`src/cspt_defines.vh`:
```
// constants of the serial configuration port: instruction layout,
// local register addresses, field positions and reset values.
// included by every file of the port except the synchroniser and host model; holds definitions only.
`ifndef CSPT_DEFINES_VH
`define CSPT_DEFINES_VH

// ****************************************************************
// instruction word
// ****************************************************************
`define CSPT_INSTR_BITS 16
`define CSPT_INSTR_LAST 4'hf
`define CSPT_RW_BIT 15
`define CSPT_LEN_HI_BIT 14
`define CSPT_LEN_LO_BIT 13
`define CSPT_ADDR_W 13
`define CSPT_LEN_STREAM 2'h3
`define CSPT_BYTE_LAST 4'h7

// ****************************************************************
// local registers
// ****************************************************************
`define CSPT_ADDR_CFG 13'h0000
`define CSPT_ADDR_XFER 13'h00ff
`define CSPT_XFER_GO 8'h01
`define CSPT_XFER_READ 8'h00
`define CSPT_CFG_LSB_BIT 6
`define CSPT_CFG_RESET 8'h00

// ****************************************************************
// shadowed register set
// ****************************************************************
`define CSPT_SHADOW_N 26
`define CSPT_SHADOW_RESET 8'h00
`define CSPT_SH_BLOCK_LO 13'h003a
`define CSPT_SH_BLOCK_HI 13'h004c
`define CSPT_SH_BLOCK_BASE 5'h07

`endif

```
`src/cspt_sync.v`:
```
// two flip-flop synchronisers for the pins of the serial port.
// assumes the pins are asynchronous to clk_sys.
`timescale 1ns/1ps

module cspt_sync #(
    parameter WIDTH = 3
) (
    input wire clk_sys,
    input wire rst_n,
    input wire [WIDTH-1:0] async_in,
    input wire [WIDTH-1:0] reset_val,
    output wire [WIDTH-1:0] sync_out
);

// ****************************************************************
// one synchroniser per pin
// ****************************************************************
genvar gi;
generate
    for (gi = 0; gi < WIDTH; gi = gi + 1) begin : g_bit
        reg meta_r;
        reg hold_r;
        // first stage only feeds the second; reset level is the idle one
        always @(posedge clk_sys or negedge rst_n) begin
            if (!rst_n) begin
                meta_r <= 1'b1;
                hold_r <= 1'b1;
            end else begin
                meta_r <= async_in[gi];
                hold_r <= meta_r;
            end
        end
        assign sync_out[gi] = hold_r & reset_val[gi] |
                              hold_r & ~reset_val[gi];
    end
endgenerate

endmodule // cspt_sync

```
`src/cspt_shadow.v`:
```
// staged and active copies of the shadowed configuration registers.
// assumes write and apply strobes are one-cycle pulses on clk_sys.
`timescale 1ns/1ps
`include "cspt_defines.vh"

module cspt_shadow (
    input wire clk_sys,
    input wire rst_n,
    input wire [`CSPT_ADDR_W-1:0] addr,
    input wire wr,
    input wire [7:0] wdata,
    input wire apply,
    output wire hit,
    output wire [7:0] staged_rdata,
    output wire [`CSPT_SHADOW_N*8-1:0] active
);

// ****************************************************************
// address decode
// ****************************************************************
function [5:0] cspt_sh_index;
    input [`CSPT_ADDR_W-1:0] a;
    reg [`CSPT_ADDR_W-1:0] off;
    begin
        off = a - `CSPT_SH_BLOCK_LO +
              {{(`CSPT_ADDR_W-5){1'b0}}, `CSPT_SH_BLOCK_BASE};
        cspt_sh_index = 6'h00;
        case (a)
            13'h0009: cspt_sh_index = 6'h20;
            13'h000b: cspt_sh_index = 6'h21;
            13'h000d: cspt_sh_index = 6'h22;
            13'h0010: cspt_sh_index = 6'h23;
            13'h0014: cspt_sh_index = 6'h24;
            13'h0018: cspt_sh_index = 6'h25;
            13'h0021: cspt_sh_index = 6'h26;
            default: begin
                if (a >= `CSPT_SH_BLOCK_LO && a <= `CSPT_SH_BLOCK_HI) begin
                    cspt_sh_index = {1'b1, off[4:0]};
                end
            end
        endcase
    end
endfunction

wire [5:0] idx_w;
assign idx_w = cspt_sh_index(addr);
assign hit = idx_w[5];

reg [7:0] staged_r [0:`CSPT_SHADOW_N-1];
reg [7:0] active_r [0:`CSPT_SHADOW_N-1];

assign staged_rdata = hit ? staged_r[idx_w[4:0]] : 8'h00;

// ****************************************************************
// storage: writes stage, the transfer command copies all at once
// ****************************************************************
genvar gi;
generate
    for (gi = 0; gi < `CSPT_SHADOW_N; gi = gi + 1) begin : g_reg
        always @(posedge clk_sys or negedge rst_n) begin
            if (!rst_n) begin
                staged_r[gi] <= `CSPT_SHADOW_RESET;
                active_r[gi] <= `CSPT_SHADOW_RESET;
            end else begin
                if (wr && hit && idx_w[4:0] == gi) begin
                    staged_r[gi] <= wdata;
                end
                if (apply) begin
                    active_r[gi] <= staged_r[gi];
                end
            end
        end
        assign active[gi*8 +: 8] = active_r[gi];
    end
endgenerate

endmodule // cspt_shadow

```
`src/cspt_port.v`:
```
// serial configuration port: three-wire slave with byte register space.
// assumes sclk, cs_n and sdio_i are asynchronous pins, sclk at least
// eight clk_sys periods long; the chip register file answers reg_rdata
// in the cycle after reg_rd.
//
// Summary of operation
// - a frame starts at the first sclk rise after cs_n has gone low.
// - every frame opens with a 16-bit instruction word.
// - the two length bits of the instruction give the byte count.
// - data moves in 8-bit words and addresses select single bytes.
// - the read/write bit of the instruction decides the turnaround.
// - on a read the data pin turns to output and sends register data.
// - with cs_n held low the port takes a new instruction after each counted transfer; a stream runs on.
// - cs_n raised between bytes stalls a counted transfer, which resumes; a stream ends.
// - with cs_n high the pins float; secondary use is enabled unless a transfer is stalled.
// - bits go msb first after reset, lsb first when configured.
// - sclk and cs_n are inputs; sdio drives only while reading.
// - nothing is transferred while cs_n is high.
// - all shifting runs on the sample clock, at detected host clock edges.
// - shadowed writes act only after 0x01 goes to the transfer byte.
`timescale 1ns/1ps
`include "cspt_defines.vh"

module cspt_port (
    input wire clk_sys,
    input wire rst_n,
    input wire sclk,
    input wire cs_n,
    input wire sdio_i,
    output wire sdio_o,
    output wire sdio_oe_n,
    output wire pins_secondary,
    output wire lsb_first,
    output wire [`CSPT_ADDR_W-1:0] reg_addr,
    output wire [7:0] reg_wdata,
    output wire reg_wr,
    output wire reg_rd,
    input wire [7:0] reg_rdata,
    output wire xfer_apply,
    output wire [`CSPT_SHADOW_N*8-1:0] shadow_active
);

// ****************************************************************
// pin synchronisers and host clock edges
// ****************************************************************
wire [2:0] pins_s;
wire sclk_s;
wire cs_n_s;
wire sdio_s;
reg sclk_d_r;

cspt_sync #(.WIDTH(3)) u_sync (
    .clk_sys(clk_sys),
    .rst_n(rst_n),
    .async_in({sdio_i, cs_n, sclk}),
    .reset_val(3'h7),
    .sync_out(pins_s)
);

assign sclk_s = pins_s[0];
assign cs_n_s = pins_s[1];
assign sdio_s = pins_s[2];

always @(posedge clk_sys or negedge rst_n) begin
    if (!rst_n) begin
        sclk_d_r <= 1'b1;
    end else begin
        sclk_d_r <= sclk_s;
    end
end

// edges of the host clock only count while selected
wire sclk_rise = sclk_s & ~sclk_d_r & ~cs_n_s;
wire sclk_fall = ~sclk_s & sclk_d_r & ~cs_n_s;

// ****************************************************************
// state and registers
// ****************************************************************
localparam ST_IDLE = 4'h1;
localparam ST_INSTR = 4'h2;
localparam ST_DATA = 4'h4;
localparam ST_STALL = 4'h8;

reg [3:0] state_r;
reg [3:0] state_nxt;
reg [15:0] instr_r;
reg [3:0] bit_cnt_r;
reg rw_r;
reg stream_r;
reg [1:0] left_r;
reg [`CSPT_ADDR_W-1:0] addr_r;
reg [7:0] rx_r;
reg [7:0] tx_r;
reg [7:0] cfg_r;
reg load_r;
reg wr_r;
reg [7:0] wdata_r;
reg rd_r;
reg apply_r;
reg secondary_r;
reg step_r;

wire lsb_w = cfg_r[`CSPT_CFG_LSB_BIT];
wire byte_end = (bit_cnt_r == `CSPT_BYTE_LAST);
wire last_byte = (left_r == 2'h0) & ~stream_r;
wire [`CSPT_ADDR_W-1:0] addr_inc = addr_r +
                                   {{(`CSPT_ADDR_W-1){1'b0}}, 1'b1};

// ****************************************************************
// local address decode, shared by read and write paths
// ****************************************************************
function cspt_is_cfg;
    input [`CSPT_ADDR_W-1:0] a;
    begin
        cspt_is_cfg = (a == `CSPT_ADDR_CFG);
    end
endfunction

function cspt_is_xfer;
    input [`CSPT_ADDR_W-1:0] a;
    begin
        cspt_is_xfer = (a == `CSPT_ADDR_XFER);
    end
endfunction

wire sh_hit;
wire [7:0] sh_rdata;
wire local_hit = cspt_is_cfg(addr_r) | cspt_is_xfer(addr_r) | sh_hit;

// shift-in of one bit, direction set by the bit order
wire [15:0] instr_shift = lsb_w ? {sdio_s, instr_r[15:1]} :
                                  {instr_r[14:0], sdio_s};
wire [7:0] rx_shift = lsb_w ? {sdio_s, rx_r[7:1]} :
                              {rx_r[6:0], sdio_s};

// ****************************************************************
// frame sequencer
// ****************************************************************
always @* begin
    state_nxt = state_r;
    case (state_r)
        ST_IDLE: begin
            if (!cs_n_s) begin
                state_nxt = ST_INSTR;
            end
        end
        ST_INSTR: begin
            if (cs_n_s) begin
                state_nxt = ST_IDLE;
            end else if (sclk_rise && bit_cnt_r == `CSPT_INSTR_LAST) begin
                state_nxt = ST_DATA;
            end
        end
        ST_DATA: begin
            if (cs_n_s) begin
                // a clean byte boundary with bytes still owed is a stall
                if (bit_cnt_r == 4'h0 && !stream_r) begin
                    state_nxt = ST_STALL;
                end else begin
                    state_nxt = ST_IDLE;
                end
            end else if (sclk_rise && byte_end && last_byte) begin
                state_nxt = ST_INSTR;
            end
        end
        ST_STALL: begin
            if (!cs_n_s) begin
                state_nxt = ST_DATA;
            end
        end
        default: begin
            state_nxt = ST_IDLE;
        end
    endcase
end

always @(posedge clk_sys or negedge rst_n) begin
    if (!rst_n) begin
        state_r <= ST_IDLE;
        instr_r <= 16'h0000;
        bit_cnt_r <= 4'h0;
        rw_r <= 1'b0;
        stream_r <= 1'b0;
        left_r <= 2'h0;
        addr_r <= {`CSPT_ADDR_W{1'b0}};
        rx_r <= 8'h00;
        load_r <= 1'b0;
        rd_r <= 1'b0;
        step_r <= 1'b0;
    end else begin
        state_r <= state_nxt;
        load_r <= rd_r;
        rd_r <= 1'b0;
        step_r <= 1'b0;
        if (step_r) begin
            addr_r <= addr_inc;
        end
        if (state_nxt == ST_IDLE) begin
            bit_cnt_r <= 4'h0;
        end
        if (sclk_rise && state_r == ST_INSTR) begin
            instr_r <= instr_shift;
            bit_cnt_r <= bit_cnt_r + 4'h1;
            if (bit_cnt_r == `CSPT_INSTR_LAST) begin
                bit_cnt_r <= 4'h0;
                rw_r <= instr_shift[`CSPT_RW_BIT];
                left_r <= {instr_shift[`CSPT_LEN_HI_BIT],
                           instr_shift[`CSPT_LEN_LO_BIT]};
                stream_r <= ({instr_shift[`CSPT_LEN_HI_BIT],
                              instr_shift[`CSPT_LEN_LO_BIT]} ==
                             `CSPT_LEN_STREAM);
                addr_r <= instr_shift[`CSPT_ADDR_W-1:0];
                rd_r <= instr_shift[`CSPT_RW_BIT];
            end
        end
        if (sclk_rise && state_r == ST_DATA) begin
            rx_r <= rx_shift;
            bit_cnt_r <= bit_cnt_r + 4'h1;
            if (byte_end) begin
                bit_cnt_r <= 4'h0;
                // a write keeps its address until its strobe has gone out
                if (rw_r) begin
                    addr_r <= addr_inc;
                end else begin
                    step_r <= 1'b1;
                end
                if (!stream_r && left_r != 2'h0) begin
                    left_r <= left_r - 2'h1;
                end
                rd_r <= rw_r & ~last_byte;
            end
        end
    end
end

// ****************************************************************
// write path: local registers, shadow set or chip register file
// ****************************************************************
wire byte_done_wr = sclk_rise & (state_r == ST_DATA) & byte_end & ~rw_r;

always @(posedge clk_sys or negedge rst_n) begin
    if (!rst_n) begin
        cfg_r <= `CSPT_CFG_RESET;
        wr_r <= 1'b0;
        wdata_r <= 8'h00;
        apply_r <= 1'b0;
    end else begin
        wr_r <= 1'b0;
        apply_r <= 1'b0;
        if (byte_done_wr) begin
            wdata_r <= rx_shift;
            if (cspt_is_cfg(addr_r)) begin
                cfg_r <= rx_shift;
            end else if (cspt_is_xfer(addr_r)) begin
                // transfer byte reads back zero: it clears itself
                apply_r <= (rx_shift == `CSPT_XFER_GO);
            end else if (!sh_hit) begin
                wr_r <= 1'b1;
            end
        end
    end
end

cspt_shadow u_shadow (
    .clk_sys(clk_sys),
    .rst_n(rst_n),
    .addr(addr_r),
    .wr(byte_done_wr),
    .wdata(rx_shift),
    .apply(apply_r),
    .hit(sh_hit),
    .staged_rdata(sh_rdata),
    .active(shadow_active)
);

// ****************************************************************
// read path: byte loaded after the address settles, shifted on falls
// ****************************************************************
always @(posedge clk_sys or negedge rst_n) begin
    if (!rst_n) begin
        tx_r <= 8'h00;
    end else if (load_r) begin
        if (cspt_is_cfg(addr_r)) begin
            tx_r <= cfg_r;
        end else if (cspt_is_xfer(addr_r)) begin
            tx_r <= `CSPT_XFER_READ;
        end else if (sh_hit) begin
            tx_r <= sh_rdata;
        end else begin
            tx_r <= reg_rdata;
        end
    end else if (sclk_fall && state_r == ST_DATA && rw_r &&
                 bit_cnt_r != 4'h0) begin
        tx_r <= lsb_w ? {1'b0, tx_r[7:1]} : {tx_r[6:0], 1'b0};
    end
end

// ****************************************************************
// pin drive and secondary-function status
// ****************************************************************
always @(posedge clk_sys or negedge rst_n) begin
    if (!rst_n) begin
        secondary_r <= 1'b1;
    end else begin
        secondary_r <= cs_n_s & (state_nxt == ST_IDLE);
    end
end

// only a read data phase with cs_n low drives the pin
assign sdio_oe_n = ~((state_r == ST_DATA) & rw_r & ~cs_n_s);
assign sdio_o = lsb_w ? tx_r[0] : tx_r[7];
assign pins_secondary = secondary_r;
assign lsb_first = lsb_w;
assign reg_addr = addr_r;
assign reg_wdata = wdata_r;
assign reg_wr = wr_r;
assign reg_rd = rd_r & ~local_hit;
assign xfer_apply = apply_r;

endmodule // cspt_port

```
`config.mk`:
```
export PLATFORM = sky130hd
export DESIGN_NAME = cspt_port
export DESIGN_NICKNAME = d
export VERILOG_FILES = /design/src/cspt_sync.v /design/src/cspt_shadow.v /design/src/cspt_port.v
export VERILOG_INCLUDE_DIRS = /design/src
export SDC_FILE = /design/constraint.sdc
export NUM_CORES = 1
export LEC_CHECK = 0
export ABC_AREA = 1
export BUFFER_PORTS_ARGS = -buffer_cell sky130_fd_sc_hd__buf_2
export CAP_MARGIN = 20
export CORE_MARGIN = 3
export CORE_UTILIZATION = 38
export DETAILED_ROUTE_END_ITERATION = 16
export SYNTH_ARGS = -nofsm -noshare
export SYNTH_HDL_FRONTEND = slang
export SYNTH_SLANG_ARGS = --single-unit
export TNS_END_PERCENT = 20
```
`constraint.sdc`:
```
create_clock -name clk_sys -period 4.3 [get_ports clk_sys]
set_input_delay 0.645 -clock clk_sys [delete_from_list [all_inputs] [get_ports clk_sys]]
set_output_delay 0.645 -clock clk_sys [all_outputs]
set_load 0.01 [all_outputs]
```
==> results.ini, run 1 <==
[global_route]
gr-total-overflow = 0
grt_use_total_pct = 22.9
antenna_found_initial = 0
grt_pass1_wl_um = 107000
grt_pass1_vias = 17500
grt_max_degree = 102

[cells_and_area]
multi_input_comb_area_um2 = 8300
fill_cells = 5648
syn_to_final_growth_pct = 16.6
register_area_um2 = 12600
nets = 2695
drive_gt1_share_pct = 21.0

[floorplan]
die_w_um = 248
fp.dieH_um = 248
io_pins = 249
dieArea_um2 = 61600
rows = 88
core_area_um2 = 57900
initial_core_util_pct = 38.5

[routing]
vias = 18200
dr.pass1.iters = 6
wire_per_inst_um = 20.5
drc = 0
ant_nets = 0
drt-initial-drc-count = 1690
drt-total-wl_um = 71500
viasPerCell = 5.23

[clocking]
clockBufferDepth = 3
clk_latency_ps = 630
cts.sinks = 502
h-tree-depth = 2
ctsResizeCount = 0
hold_buffers = 0
path_clk_slew_ps = 60
post_cts_buffers = 0
tritoncts = done
cts_inserted_buffers = 54
cts-root-buf = clkbuf_16

[placed_design]
place_ws_ps = 742
io_buffer_count = 248
hpwl_um = 51100
place_congestion = 0.934

[logic_synthesis]
synth_cell_types = 47
ys_ff_latch = 502
synth_area_um2 = 22300
syn_nets = 2486
synth-main-ff-cell = dfrtp_1
ys_warn_count = 0
synth_top_area_cell = dfrtp_1
avgSynthCellArea_um2 = 9.04
synth_top_cells_by_area = dfrtp_1 55%, nand2_1 8.9%, mux2_2 5.6%
synth.top_cell.area_share_pct = 55.3
yosysSeqAreaShare_pct = 56.4
synth_edf_count = 0
syn_inst = 2467
ys_async_sr_fraction_pct = 100

[worst_setup_path]
cp.required_ps = 3650
crit_path_start_kind = flip-flop
critPathKind = reg2out
crit_path_max_fanout = 5
endpoint_kind = output pin
cp.arrival_ps = 3110

[run]
drv_cap = 0

[sta]
fmaxAchievable_mhz = 266
relSlewSlack_pct = 40.4
hold_ws_ps = 126
fin_crit_ps = 3760
worst_slew_pin_slew_ps = 894
fin_crit_sh_pct = 87.4
setup_viol = 0
slew_viol_final = 0
hold_viol = 0
setup_tns_ps = 0
finalClockSkew_ps = 44.0
worst_slack_ps = 543
rsz0062_at_grt = false

[power_and_ir_drop]
max-vdd-ir-drop_v = 0.000260
power.density_nw_per_um2 = 368
power.leakage_nw = 12.9

[worst_hold_path]
hold_class = in2async

[status]
status = complete, no violations

-- Yosys cell counts, drive strengths merged, types with 12 or more instances --
cell      n
mux2    111
nand3b   12
o21ai   346
clkbuf   73
nor2    257
a21oi   121
inv     224
nor3     17
o22ai    30
nand3   119
nand2   546
buf      54
dfrtp   493
-- flip-flops by register name, summed over array words and instances (netlist names), 8 cells and up --
name,flops
reg_wdata,8
u_shadow.active,208
rx_r,8
instr_r,16
u_shadow.staged_r,208
reg_addr,13
tx_r,8
cfg_r,8
-- stage by stage --
stage | cells | utilization, % | power, mW | area (µm²)
2_1_floorplan | 2467 | - | 4.98 | 22300
3_3_place_gp | 3385 | 41.9 | 5.13 | 24300
3_5_place_dp | 3385 | 41.9 | 5.14 | 24300
4_1_cts | 3484 | 44.9 | 9.67 | 26000
5_1_grt | 3484 | 44.9 | 9.91 | 26000
6_report | 3485 | 44.9 | 9.57 | 26000
-- report_power, final --
| part | leakage, nW | internal (mW) | switching (mW) |
|---|---|---|---|
| sequential | 6.94 | 4.77 | 0.0217 |
| clock | 0.841 | 2.56 | 1.97 |
| combinational | 5.09 | 0.0607 | 0.193 |
| total | 12.9 | 7.39 | 2.18 |
-- cell families after synthesis --
kind of cell	share of synthesized area, %
compound gates	12.4
mux	5.61
buf+inv	6.42
fa+ha+maj	0.337
xor+xnor	0.314
flops	56.4
simple gates	18.5
-- critical path, stage by stage (launching register included) --
cell and delay (ps):
dfrtp_1 410, ha_1 270, inv_1 100, nor2_1 190
nand3_1 160, nor3_1 340, inv_1 160, nor2_1 380
nand3b_1 230, nor2_1 100, buf_2 150
-- final timing paths --
path                       cells past startpoint                    from  slack, ps                     end
setup / recovery                              10             reg_addr[1]        540                  reg_rd
hold / removal                                 1                   rst_n        130    u_shadow.active[138]
max in group asynchronous                      2                   rst_n       3160   u_shadow.staged_r[89]
setup reg to reg                              19             reg_addr[1]        630                 tx_r[6]
hold reg to reg                                0  u_sync.g_bit[1].meta_r        360  u_sync.g_bit[1].hold_r
min in group clk_sys                           1                    cs_n        130  u_sync.g_bit[1].meta_r
-- final cells by class --
type	count	share of cell area, %
sequential	502	48.4
multi-input combinational	1614	32.0
timing repair buffer	280	6.08
clock buffer	78	5.94
tap	765	3.68
inverter	224	3.24
clock inverter	21	0.693
antenna	1	0.00963
-- placed cells by master, fill, tap and decap left out, types with 9 or more instances in the layout --
master and n:
dfrtp_1 492, buf_2 247, nand3b_1 12, o21ai_0 243
dfstp_2 9, inv_1 203, buf_4 25, nand2_2 17
o21ai_1 99, mux2_2 111, nor2_2 15, nand3_1 116
clkinv_2 13, a21oi_1 120, nor2_4 13, nor3_1 13
clkbuf_16 55, clkbuf_1 15, nor2_1 229, inv_2 21
nand2_1 526, o22ai_1 30
-- per-layer routing --
layer	global-route usage (%)	vias to the layer above	part of all wire, %
met5	0	-	0
li1	-	8516	-
met2	35.4	730	45
met3	4.25	153	7.5
met1	31.9	8844	43
met4	9.15	0	3.9
Note: power is estimated with default switching activity, not from simulation.
==> run 2, diff against run 1 <==
- CORE_UTILIZATION: 38 -> 63
- PLACE_DENSITY: unset -> 0.85
- RECOVER_POWER: unset -> 100
- SLEW_MARGIN: unset -> 20
==> run 2 against run 1 <==
Effect of this change: the run now ends with capacitance limit, slew limit left; via count rose by 7.3%; sequential power about the same; critical path type is now reg2reg; clock skew decreased by 23 ps; register-to-register slack lost 210 ps; utilization increased by 28 points; hold slack improved by 42 ps; global-route usage rose by 14 points; combinational power shrank 7%; maximum frequency fell by 3.1%; design area is 3.3% lower.
==> results.ini, run 2 (synthesis gave the netlist of run 1 again) <==
[clocking]
h-tree-depth = 2  ; unchanged
clk_latency_ps = 580  ; -50 ps
clockBufferDepth = 3  ; unchanged
cts.sinks = 502  ; unchanged
hold_buffers = 0  ; unchanged
path_clk_slew_ps = 70  ; about the same
post_cts_buffers = 0  ; unchanged
cts-root-buf = clkbuf_16
tritoncts = done
cts_inserted_buffers = 48  ; -11%
ctsResizeCount = 0  ; unchanged

[worst_setup_path]
reg2reg_depth = 11  ; -8
crit_path_start_kind = flip-flop
r2r_end = reg_addr[4]
reg2reg_setup_slack_ps = 420  ; -210 ps
r2r_start = u_sync.g_bit[0].hold_r
cp.arrival_ps = 4320  ; +1210 ps
critPathKind = reg2reg
crit_path_max_fanout = 23  ; +18
cp.required_ps = 4740  ; +1090 ps
endpoint_kind = flip-flop

[placed_design]
hpwl_um = 49100  ; -4.1%
placed_cell_area_um2 = 23900  ; -1.5%
place_congestion = 1.05  ; +13%
io_buffer_count = 248  ; unchanged
dp.cells = 3076  ; -9.1%

[routing]
vias = 19600  ; +7.3%
ant_nets = 0  ; unchanged
dr.pass1.iters = 7  ; +1
drt-total-wl_um = 70600  ; -1.2%
drc = 0  ; unchanged
viasPerCell = 6.18  ; +18%
drt-initial-drc-count = 2765  ; +64%
wire_per_inst_um = 22.3  ; +8.7%

[floorplan]
dieArea_um2 = 37700  ; -39%
die_w_um = 194  ; -22%
rows = 68  ; -23%
io_pins = 249  ; unchanged
initial_core_util_pct = 64.2  ; +26 points
fp.dieH_um = 194  ; -22%
core_area_um2 = 34700  ; -40%

[cells_and_area]
multi_input_comb_area_um2 = 8270  ; -0.41%
final_core_util_pct = 72.4  ; +28 points
final_common_cell = nand2_1
syn_to_final_growth_pct = 12.7
stdcell_area_um2 = 25100  ; -3.3%
drive_gt1_share_pct = 11.0  ; -9.9 points
diodes = 0  ; -1
final_cell_mix = 534 x nand2_1, 493 x dfrtp_1, 309 x o21ai_0, 257 x clkbuf_1, 233 x nor2_1
fill_cells = 2594  ; -54%
nets = 2691  ; -0.15%
layout.cells.non_filler = 3166  ; -9.2%
register_area_um2 = 12600  ; about the same

[sta]
setup_viol = 0  ; unchanged
finalClockSkew_ps = 21.0  ; -23.0 ps
fin_crit_sh_pct = 90.2  ; +2.8 points
fmaxAchievable_mhz = 258  ; -3.1%
setup_tns_ps = 0  ; unchanged
hold_ws_ps = 168  ; +42.3 ps
worst_slew_pin_slew_ps = 2750  ; +1860 ps
rsz0062_at_grt = false
fin_crit_ps = 3880  ; +121 ps
slew_viol_final = 263  ; +263
hold_viol = 0  ; unchanged
relSlewSlack_pct = -83.5  ; -120 points

[power_and_ir_drop]
p_comb_share_pct = 2.5  ; -0.2 points
power.density_nw_per_um2 = 377  ; +2.2%
p_seq_share_pct = 50.6  ; +0.6 points
p_switching_mw = 2.08  ; -4.7%
clockPowerShare_pct = 46.9  ; -0.4 points
power.leakage_nw = 11.8  ; -8.4%
intPower_mw = 7.38  ; about the same
max-vdd-ir-drop_v = 0.000350  ; +35%
switching_share_pct = 22.0  ; -0.82 points

[global_route]
antenna_found_initial = 0  ; unchanged
grt_pass1_wl_um = 108000  ; +1.1%
grt_pass1_vias = 18900  ; +8.0%
gr-total-overflow = 0  ; unchanged
grt_max_degree = 126  ; +24%
grt_use_total_pct = 36.5  ; +14 points

[status]
violations = capacitance limit, slew limit
status = finished with violations

[run]
drv_cap = 5  ; +5

[worst_hold_path]
hold_class = in2reg
hold_path_startpoint = sclk
min_to = u_sync.g_bit[0].meta_r
holdPathStages = 1

[run 2: changes by cell type in the layout (fill, tap and decap cells not counted), moves of 5 or more]
cell and delta:
clkbuf_16 -6, buf_4 -16, buf_2 -236, clkbuf_1 +242, nand2_2 -8, o21ai_0 +66
o21ai_1 -66, nand2_1 +8, clkbuf_8 +5
[run 2: layout make-up]
class / count / area share (%)
repair buffers: 282 / 4.79
inverters: 224 / 3.35
clock buffers: 67 / 5.67
flip-flops and latches: 502 / 50.0
multi-input cells: 1614 / 32.9
clock inverters: 22 / 0.966
well taps: 455 / 2.27
[run 2: worst max path at each step]
stage / from / to / slack [ps]
final: u_sync.g_bit[0].hold_r / reg_addr[4] / 420
after global routing: rst_n / u_shadow.active[155] / 210
after floorplan: reg_addr[0] / reg_rd / 1830
after CTS: reg_addr[0] / reg_rd / 590
after global placement: reg_addr[0] / tx_r[7] / 960
after detailed placement: reg_addr[1] / tx_r[6] / 920
[run 2: layer usage]
metal	up-vias	part of all wire, %	GRT usage (%)	routed length, µm
met5	-	0	0	0
met4	0	5.3	16.3	3770
met3	300	11	8.22	8040
met2	1399	45	56.8	32100
met1	9382	38	49.9	26700
li1	8485	-	-	-
[run 2: power groups by stage]
stage	registers (mW)	logic [mW]	clock network, mW
2_1_floorplan	4.87	0.102	0
3_3_place_gp	4.87	0.241	0
3_5_place_dp	4.88	0.252	0
4_1_cts	4.79	0.254	4.45
5_1_grt	4.79	0.271	4.64
6_report	4.79	0.237	4.44
[run 2: critical path: stages (launching register included)]
cell and delay, ps:
dfstp_1 530, inv_1 60, nor3_1 200, inv_1 140, nor2_1 120, clkbuf_1 690, inv_1 440, nor2_1 600
clkbuf_1 530, nand2_1 200, o2111ai_1 110, o21ai_0 120
[run 2: metrics by stage]
| step | setup slack [ps] | power [mW] |
|---|---|---|
| final | 422 | 9.46 |
| after global routing | 209 | 9.70 |
| after global placement | 956 | 5.11 |
| after CTS | 591 | 9.49 |
| after floorplan | 1830 | 4.98 |
| after detailed placement | 916 | 5.13 |
